--- config.mk ---
export PLATFORM = sky130hd
export DESIGN_NAME = coulomb_counter_flag_logic
export DESIGN_NICKNAME = d
export VERILOG_FILES = /design/src/core/coulomb_pkg.sv /design/src/core/pin_sync.sv /design/src/core/hold_timer.sv /design/src/core/coulomb_counter_flag_logic.sv
export VERILOG_INCLUDE_DIRS = /design/src /design/src/core
export SDC_FILE = /design/constraint.sdc
export NUM_CORES = 1
export LEC_CHECK = 0
export BUFFER_PORTS_ARGS = -buffer_cell sky130_fd_sc_hd__buf_4
export CORE_ASPECT_RATIO = 1.4
export CORE_UTILIZATION = 55
export CTS_CLUSTER_DIAMETER = 50
export DETAILED_ROUTE_END_ITERATION = 6
export PLACE_DENSITY = 0.72
export SLEW_MARGIN = 40
export SYNTH_ARGS = -nofsm -noshare
export SYNTH_HDL_FRONTEND = slang
export SYNTH_SLANG_ARGS = --single-unit
--- constraint.sdc ---
create_clock -name sys_clk_in -period 2.9 [get_ports sys_clk_in]
set_input_delay 0.58 -clock sys_clk_in [delete_from_list [all_inputs] [get_ports sys_clk_in]]
set_output_delay 0.58 -clock sys_clk_in [all_outputs]
set_load 0.005 [all_outputs]
--- src/core/coulomb_defines.svh ---
// Constants shared by the charge-counter flag logic
`ifndef COULOMB_DEFINES_SVH
`define COULOMB_DEFINES_SVH

// ----------------------------------------------------------------
// Clock and timing figures
// ----------------------------------------------------------------
`define SYS_CLK_MHZ           40
`define CLEAR_MIN_US          20
`define FLAG_LOW_MIN_US       1
`define INIT_MIN_US           5000
`define SETTLE_MAX_US         80000
`define INTEG_FULL_US         600
`define SERVICE_MAX_US        500000

// Transfer figures for a test model of the analog side
`define VF_GAIN_MILLIHZ_PER_V 32550
`define COUNT_DIVIDE          1024

// ----------------------------------------------------------------
// Cycle counts derived from the times above
// ----------------------------------------------------------------
// Clear must be held strictly longer than its minimum
`define CLEAR_CYCLES          (`CLEAR_MIN_US * `SYS_CLK_MHZ + 1)
`define FLAG_LOW_CYCLES       (`FLAG_LOW_MIN_US * `SYS_CLK_MHZ)
`define INIT_CYCLES           (`INIT_MIN_US * `SYS_CLK_MHZ)
`define SETTLE_CYCLES         (`SETTLE_MAX_US * `SYS_CLK_MHZ)
`define INTEG_FULL_CYCLES     (`INTEG_FULL_US * `SYS_CLK_MHZ)

// ----------------------------------------------------------------
// Bit positions in the synchronised pin vector
// ----------------------------------------------------------------
`define PIN_COUNT             6
`define PIN_POWER_DOWN_N      0
`define PIN_SUPPLY_OK         1
`define PIN_FLAG_CLEAR_N      2
`define PIN_RAMP_UPPER        3
`define PIN_RAMP_LOWER        4
`define PIN_RAMP_RISING       5

`endif

--- src/core/coulomb_pkg.sv ---
// Types shared by the charge-counter flag logic
package coulomb_pkg;

    // Operating state of the counting core
    typedef enum logic [1:0] {
        state_off,
        state_init,
        state_run
    } count_state_type;

endpackage : coulomb_pkg

--- src/core/pin_sync.sv ---
// Two-stage synchroniser for pins from outside the clock domain
`timescale 1ns/1ps
module pin_sync #(
    parameter int WIDTH = 1
) (
    input  wire logic             sys_clk_in,
    input  wire logic             nrst_in,
    input  wire logic [WIDTH-1:0] pin_in,
    output logic      [WIDTH-1:0] sync_out
);

    // First stage, read only by the second stage
    logic [WIDTH-1:0] meta_reg;

    // Two flip-flops per pin
    always_ff @(posedge sys_clk_in or negedge nrst_in) begin
        if (!nrst_in) begin
            meta_reg <= '0;
            sync_out <= '0;
        end else begin
            meta_reg <= pin_in;
            sync_out <= meta_reg;
        end
    end

endmodule : pin_sync

--- src/core/hold_timer.sv ---
// Saturating hold timer: done once run has stood for CYCLES clocks
`timescale 1ns/1ps
module hold_timer #(
    parameter int CYCLES = 40,
    parameter int WIDTH  = $clog2(CYCLES + 1)
) (
    input  wire logic sys_clk_in,
    input  wire logic nrst_in,
    input  wire logic run_in,
    output logic      done_out
);

    // Terminal count at the counter width
    localparam logic [WIDTH-1:0] LAST = WIDTH'(CYCLES);

    logic [WIDTH-1:0] count_reg;   // Cycles that run has stood

    // Count while run is high, restart when it drops, hold at the end
    always_ff @(posedge sys_clk_in or negedge nrst_in) begin
        if (!nrst_in) begin
            count_reg <= '0;
        end else if (!run_in) begin
            count_reg <= '0;
        end else if (count_reg != LAST) begin
            count_reg <= count_reg + 1'b1;
        end
    end

    // Done stands as long as run keeps standing
    assign done_out = (count_reg == LAST);

endmodule : hold_timer

--- src/core/coulomb_counter_flag_logic.sv ---
// Digital core of a charge counter: ramp steering, unit counter, flag and direction latch
//
// Notes on behaviour
// - Power-down low resets all counting state
// - Idle flag: direction follows latest current polarity
// - Flag assertion freezes direction at unit polarity
// - Power-down releases both open-drain outputs
// - Clear held over 20us releases flag
// - Counting continues while flag or clear low
// - Wired clear: flag stays low at least 1us
// - One flag per charge unit counted while the flag is released
// - Test model gain is 32.55 Hz per volt
// - Power-on resets; counting waits 5ms initialisation
// - Counts may be inaccurate for further 80ms
// - Undervoltage below 2.5V resets all state
// - Power-down release repeats the initialisation interval
// - Thresholds reverse ramp; switches give polarity
// - Integration interval 600us at full scale
// - Up/down counter divides reversals by 1024
// - Valid clear also unlatches direction output
// - Unit completing while flag latched is lost, unless a valid clear fires in that cycle
`timescale 1ns/1ps
`include "coulomb_defines.svh"
module coulomb_counter_flag_logic #(
    parameter int INIT_CYCLES   = `INIT_CYCLES,
    parameter int SETTLE_CYCLES = `SETTLE_CYCLES,
    parameter int COUNT_DIVIDE  = `COUNT_DIVIDE
) (
    input  wire logic sys_clk_in,
    input  wire logic nrst_in,
    input  wire logic power_down_n_in,
    input  wire logic supply_ok_in,
    input  wire logic flag_clear_n_in,
    input  wire logic ramp_upper_threshold_in,
    input  wire logic ramp_lower_threshold_in,
    input  wire logic ramp_rising_in,
    output logic      ramp_switch_a_out,
    output logic      ramp_switch_b_out,
    output logic      flag_n_out,
    output logic      flag_n_oe_out,
    output logic      current_direction_out,
    output logic      current_direction_oe_out,
    output logic      powered_down_out,
    output logic      counting_out,
    output logic      tracking_settled_out
);

    // ----------------------------------------------------------------
    // Local constants
    // ----------------------------------------------------------------
    localparam int             CW        = $clog2(COUNT_DIVIDE);
    localparam logic [CW-1:0]  CNT_MAX   = CW'(COUNT_DIVIDE - 1);
    localparam logic [CW-1:0]  CNT_START = CW'(COUNT_DIVIDE / 2);

    // ----------------------------------------------------------------
    // Declarations
    // ----------------------------------------------------------------
    logic [`PIN_COUNT-1:0]       pins_raw;          // Raw pin vector
    logic [`PIN_COUNT-1:0]       pins_sync;         // Pins after two flops
    logic                        power_down_n;      // Synced power-down
    logic                        supply_ok;         // Synced supply monitor
    logic                        flag_clear_n;      // Synced clear
    logic                        ramp_upper;        // Synced upper comparator
    logic                        ramp_lower;        // Synced lower comparator
    logic                        ramp_rising;       // Synced ramp slope
    logic                        hold_reset;        // Power-down or undervoltage
    coulomb_pkg::count_state_type state_reg;        // Operating state
    logic                        init_done;         // Init interval elapsed
    logic                        settle_done;       // Tracking settle elapsed
    logic                        ramp_hit;          // Ramp at a threshold
    logic                        hit_prev_reg;      // Previous ramp_hit
    logic                        reversal;          // One-cycle ramp reversal
    logic                        switch_sel_reg;    // Steering switch state
    logic                        charging_now;      // Polarity of this reversal
    logic                        live_charging_reg; // Latest live polarity
    logic [CW-1:0]               count_reg;         // Up/down unit counter
    logic                        unit_event;        // Counter over/underflow
    logic                        flag_reg;          // Charge-unit flag latched
    logic                        dir_latched_reg;   // Frozen unit polarity
    logic                        clear_armed_reg;   // Clear seen high since last use
    logic                        clear_done;        // Clear held long enough
    logic                        flag_age_done;     // Flag held its minimum
    logic                        clear_fire;        // Valid clear this cycle
    logic                        flag_take;         // Flag set this cycle
    logic                        running;           // Core in counting state

    // ----------------------------------------------------------------
    // Pin synchronisation
    // ----------------------------------------------------------------
    assign pins_raw = {ramp_rising_in, ramp_lower_threshold_in,
                       ramp_upper_threshold_in, flag_clear_n_in,
                       supply_ok_in, power_down_n_in};

    // All external levels pass two flops before use
    pin_sync #(
        .WIDTH (`PIN_COUNT)
    ) u_pin_sync (
        .sys_clk_in (sys_clk_in),
        .nrst_in    (nrst_in),
        .pin_in     (pins_raw),
        .sync_out   (pins_sync)
    );

    assign power_down_n = pins_sync[`PIN_POWER_DOWN_N];
    assign supply_ok    = pins_sync[`PIN_SUPPLY_OK];
    assign flag_clear_n = pins_sync[`PIN_FLAG_CLEAR_N];
    assign ramp_upper   = pins_sync[`PIN_RAMP_UPPER];
    assign ramp_lower   = pins_sync[`PIN_RAMP_LOWER];
    assign ramp_rising  = pins_sync[`PIN_RAMP_RISING];

    // Either source holds the whole core in reset
    assign hold_reset = !power_down_n || !supply_ok;
    assign running    = (state_reg == coulomb_pkg::state_run);

    // ----------------------------------------------------------------
    // Power and initialisation sequence
    // ----------------------------------------------------------------
    // Every exit from reset passes a full init interval
    always_ff @(posedge sys_clk_in or negedge nrst_in) begin
        if (!nrst_in) begin
            state_reg <= coulomb_pkg::state_off;
        end else if (hold_reset) begin
            state_reg <= coulomb_pkg::state_off;
        end else begin
            case (state_reg)
                // Leaving reset starts a fresh interval
                coulomb_pkg::state_off: begin
                    state_reg <= coulomb_pkg::state_init;
                end
                // Wait out the interval before counting
                coulomb_pkg::state_init: begin
                    if (init_done) begin
                        state_reg <= coulomb_pkg::state_run;
                    end
                end
                coulomb_pkg::state_run: begin
                    state_reg <= coulomb_pkg::state_run;
                end
                default: begin
                    state_reg <= coulomb_pkg::state_off;
                end
            endcase
        end
    end

    // Initialisation interval timer
    hold_timer #(
        .CYCLES (INIT_CYCLES)
    ) u_init_timer (
        .sys_clk_in (sys_clk_in),
        .nrst_in    (nrst_in),
        .run_in     (state_reg == coulomb_pkg::state_init),
        .done_out   (init_done)
    );

    // Marks the end of the period where counts may be inaccurate
    hold_timer #(
        .CYCLES (SETTLE_CYCLES)
    ) u_settle_timer (
        .sys_clk_in (sys_clk_in),
        .nrst_in    (nrst_in),
        .run_in     (running),
        .done_out   (settle_done)
    );

    // ----------------------------------------------------------------
    // Ramp steering and polarity
    // ----------------------------------------------------------------
    // Threshold reached in the direction the ramp is moving
    assign ramp_hit = (ramp_upper && ramp_rising) ||
                      (ramp_lower && !ramp_rising);
    // Each reversal closes one integration interval
    assign reversal = ramp_hit && !hit_prev_reg && running;
    // Switch state together with slope gives the sense polarity
    assign charging_now = ramp_rising ^ switch_sel_reg;

    // Edge detector on the threshold hit
    always_ff @(posedge sys_clk_in or negedge nrst_in) begin
        if (!nrst_in) begin
            hit_prev_reg <= 1'h0;
        end else begin
            hit_prev_reg <= ramp_hit;
        end
    end

    // Swap the steering switches on every reversal
    always_ff @(posedge sys_clk_in or negedge nrst_in) begin
        if (!nrst_in) begin
            switch_sel_reg <= 1'h0;
        end else if (!running) begin
            switch_sel_reg <= 1'h0;
        end else if (reversal) begin
            switch_sel_reg <= !switch_sel_reg;
        end
    end

    // Live polarity, released (charging) while not counting
    always_ff @(posedge sys_clk_in or negedge nrst_in) begin
        if (!nrst_in) begin
            live_charging_reg <= 1'h1;
        end else if (!running) begin
            live_charging_reg <= 1'h1;
        end else if (reversal) begin
            live_charging_reg <= charging_now;
        end
    end

    // ----------------------------------------------------------------
    // Unit counter
    // ----------------------------------------------------------------
    // Wraps on each unit; never stalled by the flag or by clear
    always_ff @(posedge sys_clk_in or negedge nrst_in) begin
        if (!nrst_in) begin
            count_reg <= CNT_START;
        end else if (!running || hold_reset) begin
            // Restart in the same edge that stops counting
            count_reg <= CNT_START;
        end else if (reversal && charging_now) begin
            count_reg <= count_reg + 1'b1;
        end else if (reversal) begin
            count_reg <= count_reg - 1'b1;
        end
    end

    // Overflow counting up or underflow counting down
    assign unit_event = reversal &&
                        (charging_now ? (count_reg == CNT_MAX)
                                      : (count_reg == '0));

    // ----------------------------------------------------------------
    // Clear qualification
    // ----------------------------------------------------------------
    // Clear must go high between uses so one long pulse clears once
    always_ff @(posedge sys_clk_in or negedge nrst_in) begin
        if (!nrst_in) begin
            clear_armed_reg <= 1'h0;
        end else if (flag_clear_n) begin
            clear_armed_reg <= 1'h1;
        end else if (clear_fire) begin
            clear_armed_reg <= 1'h0;
        end
    end

    // Minimum clear low width
    hold_timer #(
        .CYCLES (`CLEAR_CYCLES)
    ) u_clear_timer (
        .sys_clk_in (sys_clk_in),
        .nrst_in    (nrst_in),
        .run_in     (!flag_clear_n && clear_armed_reg && running),
        .done_out   (clear_done)
    );

    // Minimum flag low time, covers the wired-back case
    hold_timer #(
        .CYCLES (`FLAG_LOW_CYCLES)
    ) u_flag_age_timer (
        .sys_clk_in (sys_clk_in),
        .nrst_in    (nrst_in),
        .run_in     (flag_reg),
        .done_out   (flag_age_done)
    );

    assign clear_fire = clear_done && flag_age_done && flag_reg;
    // A unit in the clearing cycle is kept; otherwise one arriving while the flag is latched is dropped
    assign flag_take  = unit_event && (!flag_reg || clear_fire);

    // ----------------------------------------------------------------
    // Flag and direction latch
    // ----------------------------------------------------------------
    // Set wins over a clear in the same cycle
    always_ff @(posedge sys_clk_in or negedge nrst_in) begin
        if (!nrst_in) begin
            flag_reg <= 1'h0;
        end else if (!running || hold_reset) begin
            // Released in the same edge that enters the off state
            flag_reg <= 1'h0;
        end else if (flag_take) begin
            flag_reg <= 1'h1;
        end else if (clear_fire) begin
            flag_reg <= 1'h0;
        end
    end

    // Freeze the polarity of the unit just counted
    always_ff @(posedge sys_clk_in or negedge nrst_in) begin
        if (!nrst_in) begin
            dir_latched_reg <= 1'h1;
        end else if (!running) begin
            dir_latched_reg <= 1'h1;
        end else if (flag_take) begin
            dir_latched_reg <= charging_now;
        end
    end

    // ----------------------------------------------------------------
    // Open-drain outputs
    // ----------------------------------------------------------------
    // Pins are never driven high, only pulled low or released
    assign flag_n_out            = 1'h0;
    assign current_direction_out = 1'h0;
    // Flag pulls low while latched; released when off
    assign flag_n_oe_out = flag_reg;
    // Pull low for discharge: frozen while latched, live otherwise
    assign current_direction_oe_out = running &&
        (flag_reg ? !dir_latched_reg : !live_charging_reg);

    // Steering switches are complementary, both open when off
    assign ramp_switch_a_out = running && switch_sel_reg;
    assign ramp_switch_b_out = running && !switch_sel_reg;

    // Status levels
    assign powered_down_out     = (state_reg == coulomb_pkg::state_off);
    assign counting_out         = running;
    assign tracking_settled_out = settle_done;

    // ----------------------------------------------------------------
    // Assertions
    // ----------------------------------------------------------------
    localparam int CLEAR_N = `CLEAR_CYCLES;
    localparam int AGE_N   = `FLAG_LOW_CYCLES;

    logic [15:0] clear_low_cnt_reg;   // Cycles clear has stood low
    logic [15:0] flag_age_cnt_reg;    // Cycles the flag has stood

    // Helper counters, saturating
    always_ff @(posedge sys_clk_in or negedge nrst_in) begin
        if (!nrst_in) begin
            clear_low_cnt_reg <= 16'h0000;
            flag_age_cnt_reg  <= 16'h0000;
        end else begin
            if (flag_clear_n) begin
                clear_low_cnt_reg <= 16'h0000;
            end else if (clear_low_cnt_reg != 16'hFFFF) begin
                clear_low_cnt_reg <= clear_low_cnt_reg + 16'h0001;
            end
            if (!flag_reg) begin
                flag_age_cnt_reg <= 16'h0000;
            end else if (flag_age_cnt_reg != 16'hFFFF) begin
                flag_age_cnt_reg <= flag_age_cnt_reg + 16'h0001;
            end
        end
    end
endmodule : coulomb_counter_flag_logic

==> results of run 1 <==
cell families (layout without fill, tap and decap cells):
family / Yosys count / after routing
AOI/OAI and AO/OA: 49 / 49
buffers and inverters: 30 / 53
other: 1 / 2
muxes: 6 / 6
DFF: 86 / 86
adders and majority gates: 21 / 21
xor gates and xnor gates: 52 / 52
and+or+nand+nor: 209 / 209
cell usage after synthesis, types with 9 or more instances:
cell and count:
a21oi_1 18, nor2_1 29, ha_1 20, nand3_1 26
nor2b_1 9, nand4_1 10, xor2_1 13, inv_1 20
dfrtp_1 83, and2_1 41, xnor2_1 39, o21ai_0 14
nand2_1 41
power groups by stage:
stage	Combinational (W)	Sequential, W	Clock, W
final	0.000101	0.00122	0.000756
after global routing	0.000117	0.00122	0.000832
after CTS	0.000103	0.00122	0.000780
after detailed placement	0.000103	0.00125	0
after global placement	0.000101	0.00125	0
after floorplan	0.0000532	0.00124	0
stage by stage:
stage / hold WS (ns) / worst slack (ns) / instance area (um2) / cells
finish: 0.179 / 0.240 / 4940 / 578
global route: 0.210 / 0.00836 / 4940 / 578
detailed placement: 0.343 / 0.0863 / 4740 / 562
global placement: 0.334 / 0.162 / 4740 / 562
floorplan: 0.284 / 0.257 / 4520 / 455
CTS: 0.197 / 0.0608 / 4920 / 578
worst paths after layout:
check | end | slack (ns) | cells past startpoint
setup / recovery | count_reg[6] | 0.24 | 12
hold / removal | u_settle_timer.count_reg[15] | 0.18 | 1
setup reg to reg | count_reg[6] | 0.24 | 12
max in group asynchronous | count_reg[9] | 2.05 | 2
min in group sys_clk_in | u_pin_sync.meta_reg[0] | 0.34 | 1
hold reg to reg | u_pin_sync.sync_out[0] | 0.36 | 0
critical path: cells and delay by family, from the launching register on:
family                     cells  cell delay [ns]
adders and majority gates      2             0.59
AOI/OAI and AO/OA              5             1.01
DFF                            1             0.40
and+or+nand+nor                3             0.26
buffers and inverters          2             0.26
per-layer routing:
metal | vias up | global-route usage (%) | wire length (um)
met5 | - | 0 | 0
met4 | 0 | 7.54 | 97
met3 | 11 | 3.93 | 202
met2 | 38 | 36.3 | 4060
met1 | 1556 | 25.0 | 3520
li1 | 1579 | - | -
repair_timing:
action | 4_1_cts | 5_1_grt
resized for setup | 0 | 4
setup endpoints to repair | 0 | 3
hold buffers | 0 | 0
hold endpoints to repair | 0 | 0
layout make-up:
| type | count | area [um2] |
|---|---|---|
| inverters | 20 | 75.1 |
| fillers | 665 | 2900 |
| clock buffers | 13 | 159 |
| well taps | 100 | 125 |
| repair buffers | 17 | 140 |
| multi-input cells | 339 | 2270 |
| clock inverters | 3 | 18.8 |
| flip-flops and latches | 86 | 2160 |
==> flow_summary.ini, run 1 <==
[status]
run_status = completed

[synth]
ys_seq_area_share_pct = 47.8
synthesized_netlist_cell_count = 454
yosys.area_share.simple_pct = 25.6
ys_async_sr_fraction_pct = 100
synth.cell_area_um2 = 4510
ys.warnings.count = 0
synth_top_flop_cell = dfrtp_1
synth_adder_area_share_pct = 5.99
multiplexer_area_fraction_after_synthesis_pct = 1.36
yosys.cell_types.count = 45
combinational_family_with_the_most_area_after_synthesis = simple AND/OR/NAND/NOR gates
synth_seq_cells = 86
synth-compound-area-share_pct = 6.49
post-synth-top-area-cell = dfrtp_1
number_of_synthesized_flops_with_an_enable_pin = 0
synth.top_cells.by_area = dfrtp_1, xnor2_1, and2_1, ha_1, nand2_1
synth_top_area_share_pct = 46.0
area_share_of_xor_xnor_cells_in_the_synthesized_design_pct = 10.1
synth_area_per_cell_um2 = 9.94

[critical_path]
crit_path_start = state_reg[0]
critical_path_class = reg -> reg
timing.critical_path.cells = inv_1, ha_1, nand2b_1, a21oi_2, inv_2, fa_1, a21o_1, a21oi_1, nor2_1, o21ai_0, nor4_1, a211o_1
timing.critical_path.slowest_stage_cell = fa_1
crit-reg2reg-launch = state_reg[0]
critPathMaxStageDelay_ns = 0.42
arrival_ns = 2.89
worst-path-max-fanout = 11
setup.worst_path.end_class = flop
worst-endpoint-required_ns = 3.13
start_kind = flop

[detailed_routing]
num_vias = 3184
detail_route.first_pass.iterations = 4
route.final.wire_length_um = 7890
antenna_left = 0
initialDrtViolationCount = 119
detailed_route_wire_length_per_cell_um = 13.6
average_via_count_per_standard_cell = 5.51
detail_route.drc_violations = 0

[pwr]
share_comb_of_total_power_pct = 4.9
irDropWorstVdd_mv = 0.295
power_frac_clock_pct = 36.3
p_int_w = 0.00161
power_frac_seq_pct = 58.8
power_switching_w = 0.000472
total_leakage_power_nw = 2.14
netSwitchingFraction_pct = 22.7
powerDensity_nw_per_um2 = 421
fin_total_pwr_w = 0.00208

[floorplanning]
die_w_um = 78.6
initial_core_util_pct = 57.5
fp.dieArea_um2 = 8580
std_cell_rows = 38
die_height_um = 109
floorplan.io_pins = 17
design.core.area_um2 = 7850

[global_routing]
grt.total_usage_pct = 20.6
antenna_found_initial = 0
grt_pass1_wl_um = 13900
first_global_vias = 3167
overflow = 0
grt_max_degree = 51

[sta]
final-setup-viol-count = 0
timing.final.crit_share_pct = 91.7
max_clock_freq_mhz = 376
min_period_ns = 2.66
report.final.hold_viol_count = 0
final-max-slew-violation-count = 0
fin_setup_tns_ns = 0
final.setup_skew_ns = 0.00613
max_slew.worst_pin.slew_ns = 0.536
slew-limit-headroom_pct = 64.3
rsz0062_at_grt = no

[hold_path]
worstHoldPathType = in -> async

[clock_tree]
ctsLongestPathBuffers = 2
number_of_setup_buffers_added_after_cts = 0
cts.htree.levels = 3
clock-sinks = 86
root_buffer = clkbuf_8
cts.clk_slew.worst_paths_ns = 0.08
clk-insertion-delay-late_ns = 0.35
cts_made_buffers = 9
cts_tree = yes

[finish]
final_common_cell = dfrtp_1
largest_register_ff_count = 22
nNetsFinal = 502
num_antenna_cells = 0
layout.cells.most_common_list = dfrtp_1, nand2_1, and2_1, xnor2_1, nor2_1
area_delta_synth_final_pct = 9.53
layout-drive-gt1-share_pct = 9.00
final_core_utilization_pct = 63.0

[placement]
place_congestion = 0.895
io_buffers = 14
place.detailed.hpwl_um = 5530

[run]
cap_viol_max_count = 0
Power figures use the tool's default switching activity.
==> inputs of run 2 (changes only) <==
--- a/config.mk
+++ b/config.mk
@@ -8,6 +8,7 @@
 export LEC_CHECK = 0
 export BUFFER_PORTS_ARGS = -buffer_cell sky130_fd_sc_hd__buf_4
 export CORE_ASPECT_RATIO = 1.4
+export CORE_MARGIN = 2
 export CORE_UTILIZATION = 55
 export CTS_CLUSTER_DIAMETER = 50
 export DETAILED_ROUTE_END_ITERATION = 6
==> run 2 against run 1 <==
  * Critical path depth is the same
  * Sequential cell count did not move
  * Sequential power hardly changed
  * Setup slack lost 0.15 ns
  * First-iteration DRC count grew 31%
  * Clock power increased by 51%
  * Register-to-register slack lost 0.15 ns
  * Critical endpoint is now count_reg[9]
  * Largest cell class unchanged
  * Largest power group unchanged
  * Highest routed layer unchanged
==> flow_summary.ini, run 2 (synthesized netlist as in run 1, its figures left out) <==
[status]
run_status = completed

[global_routing]
grt_max_degree = 55
overflow = 0
grt.total_usage_pct = 20.9
first_global_vias = 3374
antenna_found_initial = 0
grt_pass1_wl_um = 14900

[critical_path]
start_kind = flop
arrival_ns = 3.07
setup.worst_path.end_class = flop
rrSetupSlack_ns = 0.09
critical_path_class = reg -> reg
worst-path-max-fanout = 11
worst-endpoint-required_ns = 3.16

[finish]
final_common_cell = dfrtp_1
nNetsFinal = 502
layout.cells.most_common_list = dfrtp_1, nand2_1, and2_1, xnor2_1, nor2_1
largest_register_ff_count = 22
area_delta_synth_final_pct = 11.6
num_antenna_cells = 0
layout-drive-gt1-share_pct = 8.37

[detailed_routing]
detailed_route_wire_length_per_cell_um = 14.4
average_via_count_per_standard_cell = 5.63
num_vias = 3264
route.final.wire_length_um = 8360
detail_route.drc_violations = 0
antenna_left = 0
initialDrtViolationCount = 156
detail_route.first_pass.iterations = 4

[floorplanning]
initial_core_util_pct = 56.1
std_cell_rows = 39
fp.dieArea_um2 = 8960
floorplan.io_pins = 17
die_height_um = 111
design.core.area_um2 = 8050
die_w_um = 80.6

[sta]
final.setup_skew_ns = 0.00646
slew-limit-headroom_pct = 53.2
final-setup-viol-count = 0
fin_ws_ns = 0.0932
max_slew.worst_pin.slew_ns = 0.702
max_clock_freq_mhz = 356
report.final.hold_viol_count = 0
rsz0062_at_grt = yes
final-max-slew-violation-count = 0
min_period_ns = 2.81
timing.final.crit_share_pct = 96.8

[pwr]
irDropWorstVdd_mv = 0.367
total_leakage_power_nw = 2.19
powerDensity_nw_per_um2 = 490
fin_total_pwr_w = 0.00247

[placement]
io_buffers = 14
pre_cts_ws_ns = 0.0695
place_congestion = 0.809
place.detailed.hpwl_um = 5670

[hold_path]
worstHoldPathType = in -> async

[run]
cap_viol_max_count = 0

[clock_tree]
ctsLongestPathBuffers = 2
root_buffer = clkbuf_16
cts.htree.levels = 3
postCtsHoldBufs = 0
cts_tree = yes
clk-insertion-delay-late_ns = 0.34
cts_made_buffers = 9
clock-sinks = 86
cts.clk_slew.worst_paths_ns = 0.06
[run 2: metal layers]
layer  GRT usage (%)  wire length (um)
met2            36.2              4220
met1            26.1              3770
met4            8.70               155
met3            2.44               217
met5               0                 0
[run 2: path summary, 6_finish.rpt]
| path | cells after the start | to | startpoint |
|---|---|---|---|
| min in group sys_clk_in | 0 | u_pin_sync.sync_out[1] | u_pin_sync.meta_reg[1] |
| min | 1 | u_settle_timer.count_reg[19] | nrst_in |
| max in group asynchronous | 2 | u_pin_sync.sync_out[0] | nrst_in |
| min reg2reg | 0 | u_pin_sync.sync_out[1] | u_pin_sync.meta_reg[1] |
| max | 12 | count_reg[9] | state_reg[0] |
| max reg2reg | 12 | count_reg[9] | state_reg[0] |
[run 2: area by class of cell]
class	count	area, um2
Fill cell	675	3010
Inverter	20	75.1
Tap cell	102	128
Multi-Input combinational cell	339	2250
Timing Repair Buffer	17	140
Sequential cell	86	2160
Clock inverter	3	43.8
Clock buffer	13	250
[run 2: power by group]
| part | switching (W) | internal, W | leakage [nW] |
|---|---|---|---|
| Sequential | 0.00000984 | 0.00121 | 1.15 |
| Combinational | 0.0000640 | 0.0000364 | 0.893 |
| Clock | 0.000452 | 0.000692 | 0.144 |
[run 2: worst max-delay path, stage by stage (launching register included)]
cell,delay (ns)
dfrtp_1,0.39
inv_1,0.11
ha_1,0.19
nand2b_1,0.09
a21oi_1,0.21
inv_2,0.16
ha_1,0.39
nand3_1,0.13
o22a_1,0.22
or3_1,0.39
and4_1,0.21
o21ai_0,0.15
nand3b_1,0.09
[run 2: stage by stage]
step	std cells	util, %	TNS (ns)	cell area, um2	hold WS (ns)
3_5_place_dp	564	58.9	0	4740	0.342
3_3_place_gp	564	58.9	0	4740	0.337
6_report	580	62.6	0	5040	0.285
2_1_floorplan	455	-	0	4520	0.284
5_1_grt	580	62.6	-0.0162	5040	0.341
4_1_cts	580	62.5	0	5030	0.326
[run 2: repair_timing]
action	CTS	global route
setup buffers	0	0
endpoints found under the setup margin	0	3
resized for setup	0	3
==> inputs of run 3 (changes only) <==
--- a/config.mk
+++ b/config.mk
@@ -10,6 +10,7 @@
 export CORE_ASPECT_RATIO = 1.4
 export CORE_MARGIN = 2
 export CORE_UTILIZATION = 55
+export CTS_BUF_LIST = sky130_fd_sc_hd__clkbuf_4 sky130_fd_sc_hd__clkbuf_8
 export CTS_CLUSTER_DIAMETER = 50
 export DETAILED_ROUTE_END_ITERATION = 6
 export PLACE_DENSITY = 0.72
==> run 3 against run 2 <==
  * Clock power is 24% lower
  * Cell area decreased by 1.1%
  * Highest routed layer unchanged
  * Sequential share of layout area increased by 0.47 points
  * Non-clock buffer count up 3
  * First-iteration DRC count shrank 5.8%
  * Via count is 0.64% lower
  * Critical path depth unchanged
  * Die area unchanged
  * Sequential cell count unchanged
  * Clock skew increased by 0.0024 ns
  * Routed wire length increased by 0.16%
  * Clock-buffer cell count did not move
==> flow_summary.ini, run 3 (synthesized netlist as in run 1, its figures left out) <==
[status]
run_status = completed

[critical_path]
worst-endpoint-required_ns = 3.19
arrival_ns = 3.04
critical_path_class = reg -> reg
setup.worst_path.end_class = flop
worst-path-max-fanout = 8
start_kind = flop

[sta]
timing.final.crit_share_pct = 95.1
max_clock_freq_mhz = 363
fin_ws_ns = 0.143
min_period_ns = 2.76
fin_setup_tns_ns = 0
rsz0062_at_grt = no
max_slew.worst_pin.slew_ns = 0.701
report.final.hold_viol_count = 0
final.setup_skew_ns = 0.00885
final-max-slew-violation-count = 0
final-setup-viol-count = 0
slew-limit-headroom_pct = 53.3

[clock_tree]
clk-insertion-delay-late_ns = 0.36
cts.htree.levels = 3
cts_made_buffers = 9
cts.clk_slew.worst_paths_ns = 0.08
ctsLongestPathBuffers = 2
root_buffer = clkbuf_8
clock-sinks = 86
postCtsHoldBufs = 0
cts_tree = yes

[pwr]
power_switching_w = 0.000493
netSwitchingFraction_pct = 22.5
total_leakage_power_nw = 2.17
power_frac_seq_pct = 55.7
p_int_w = 0.00170
power_frac_clock_pct = 39.6
share_comb_of_total_power_pct = 4.6
irDropWorstVdd_mv = 0.267
powerDensity_nw_per_um2 = 440

[run]
cap_viol_max_count = 0

[floorplanning]
fp.dieArea_um2 = 8960
die_w_um = 80.6
floorplan.io_pins = 17
design.core.area_um2 = 8050
initial_core_util_pct = 56.1
die_height_um = 111
std_cell_rows = 39

[finish]
final_common_cell = dfrtp_1
largest_register_ff_count = 22
fillerInstances = 679
final_core_utilization_pct = 61.9
final_cells = 583
layout-drive-gt1-share_pct = 9.77
nNetsFinal = 505
area_delta_synth_final_pct = 10.4
layout.cells.most_common_list = dfrtp_1, nand2_1, and2_1, xnor2_1, nor2_1
num_antenna_cells = 0

[detailed_routing]
average_via_count_per_standard_cell = 5.56
num_vias = 3243
detailed_route_wire_length_per_cell_um = 14.4
detail_route.first_pass.iterations = 4
initialDrtViolationCount = 147
route.final.wire_length_um = 8370
detail_route.drc_violations = 0
antenna_left = 0

[global_routing]
grt.total_usage_pct = 20.8
first_global_vias = 3305
grt_max_degree = 55
antenna_found_initial = 0
grt_pass1_wl_um = 14700
overflow = 0

[placement]
place_congestion = 0.809
place.detailed.hpwl_um = 5670
pre_cts_ws_ns = 0.0695
io_buffers = 14
placed_cells = 564

[hold_path]
worstHoldPathType = in -> async
run 3: worst paths after layout:
path | startpoint | to | slack [ns] | cells after the start
setup / recovery | state_reg[0] | count_reg[9] | 0.14 | 12
hold / removal | nrst_in | u_settle_timer.count_reg[16] | 0.26 | 1
setup reg to reg | state_reg[0] | count_reg[9] | 0.14 | 12
hold reg to reg | u_pin_sync.meta_reg[1] | u_pin_sync.sync_out[1] | 0.35 | 0
max in group asynchronous | nrst_in | u_pin_sync.sync_out[0] | 2.03 | 2
min in group sys_clk_in | ramp_lower_threshold_in | u_pin_sync.meta_reg[4] | 0.33 | 1
run 3: power by group through the flow:
stage	registers [W]	logic, W	clock network [W]
after floorplan	0.00124	0.0000532	0
after global placement	0.00125	0.000101	0
after detailed placement	0.00125	0.000103	0
after CTS	0.00122	0.000104	0.000897
after global routing	0.00122	0.000118	0.000958
final	0.00122	0.000102	0.000870
run 3: cell type report:
type	instances	area [um2]	share of cell area, %
Timing Repair Buffer	20	163	3.26
Inverter	20	75.1	1.51
Tap cell	102	128	2.56
Sequential cell	86	2160	43.3
Multi-Input combinational cell	339	2260	45.3
Clock inverter	3	43.8	0.879
Clock buffer	13	160	3.21
run 3: stage by stage:
step	instance area, um2	power (W)	hold WS [ns]
4_1_cts	4940	0.00222	0.297
3_5_place_dp	4740	0.00135	0.342
3_3_place_gp	4740	0.00135	0.337
2_1_floorplan	4520	0.00130	0.284
6_report	4980	0.00219	0.265
5_1_grt	4980	0.00230	0.302
run 3: repair_timing:
| action | in CTS | in global routing |
|---|---|---|
| resized for setup | 0 | 4 |
| setup endpoints to repair | 0 | 3 |
| setup buffers | 0 | 3 |
run 3: layer usage:
| metal | track usage [%] | share of wire, % | vias to the layer above |
|---|---|---|---|
| li1 | - | - | 1587 |
| met2 | 35.7 | 51 | 41 |
| met4 | 5.88 | 1.3 | 0 |
| met3 | 4.64 | 2.8 | 11 |
| met1 | 26.0 | 44 | 1604 |
| met5 | 0 | 0 | - |
run 3: critical path: stages (launching register included):
cell,delay [ns]
dfrtp_1,0.40
inv_1,0.12
ha_1,0.20
nand2b_1,0.09
a21oi_1,0.21
inv_2,0.15
ha_1,0.37
nand3_1,0.11
o22a_1,0.22
or3_1,0.38
and4_1,0.21
o21ai_0,0.14
nand3b_1,0.09
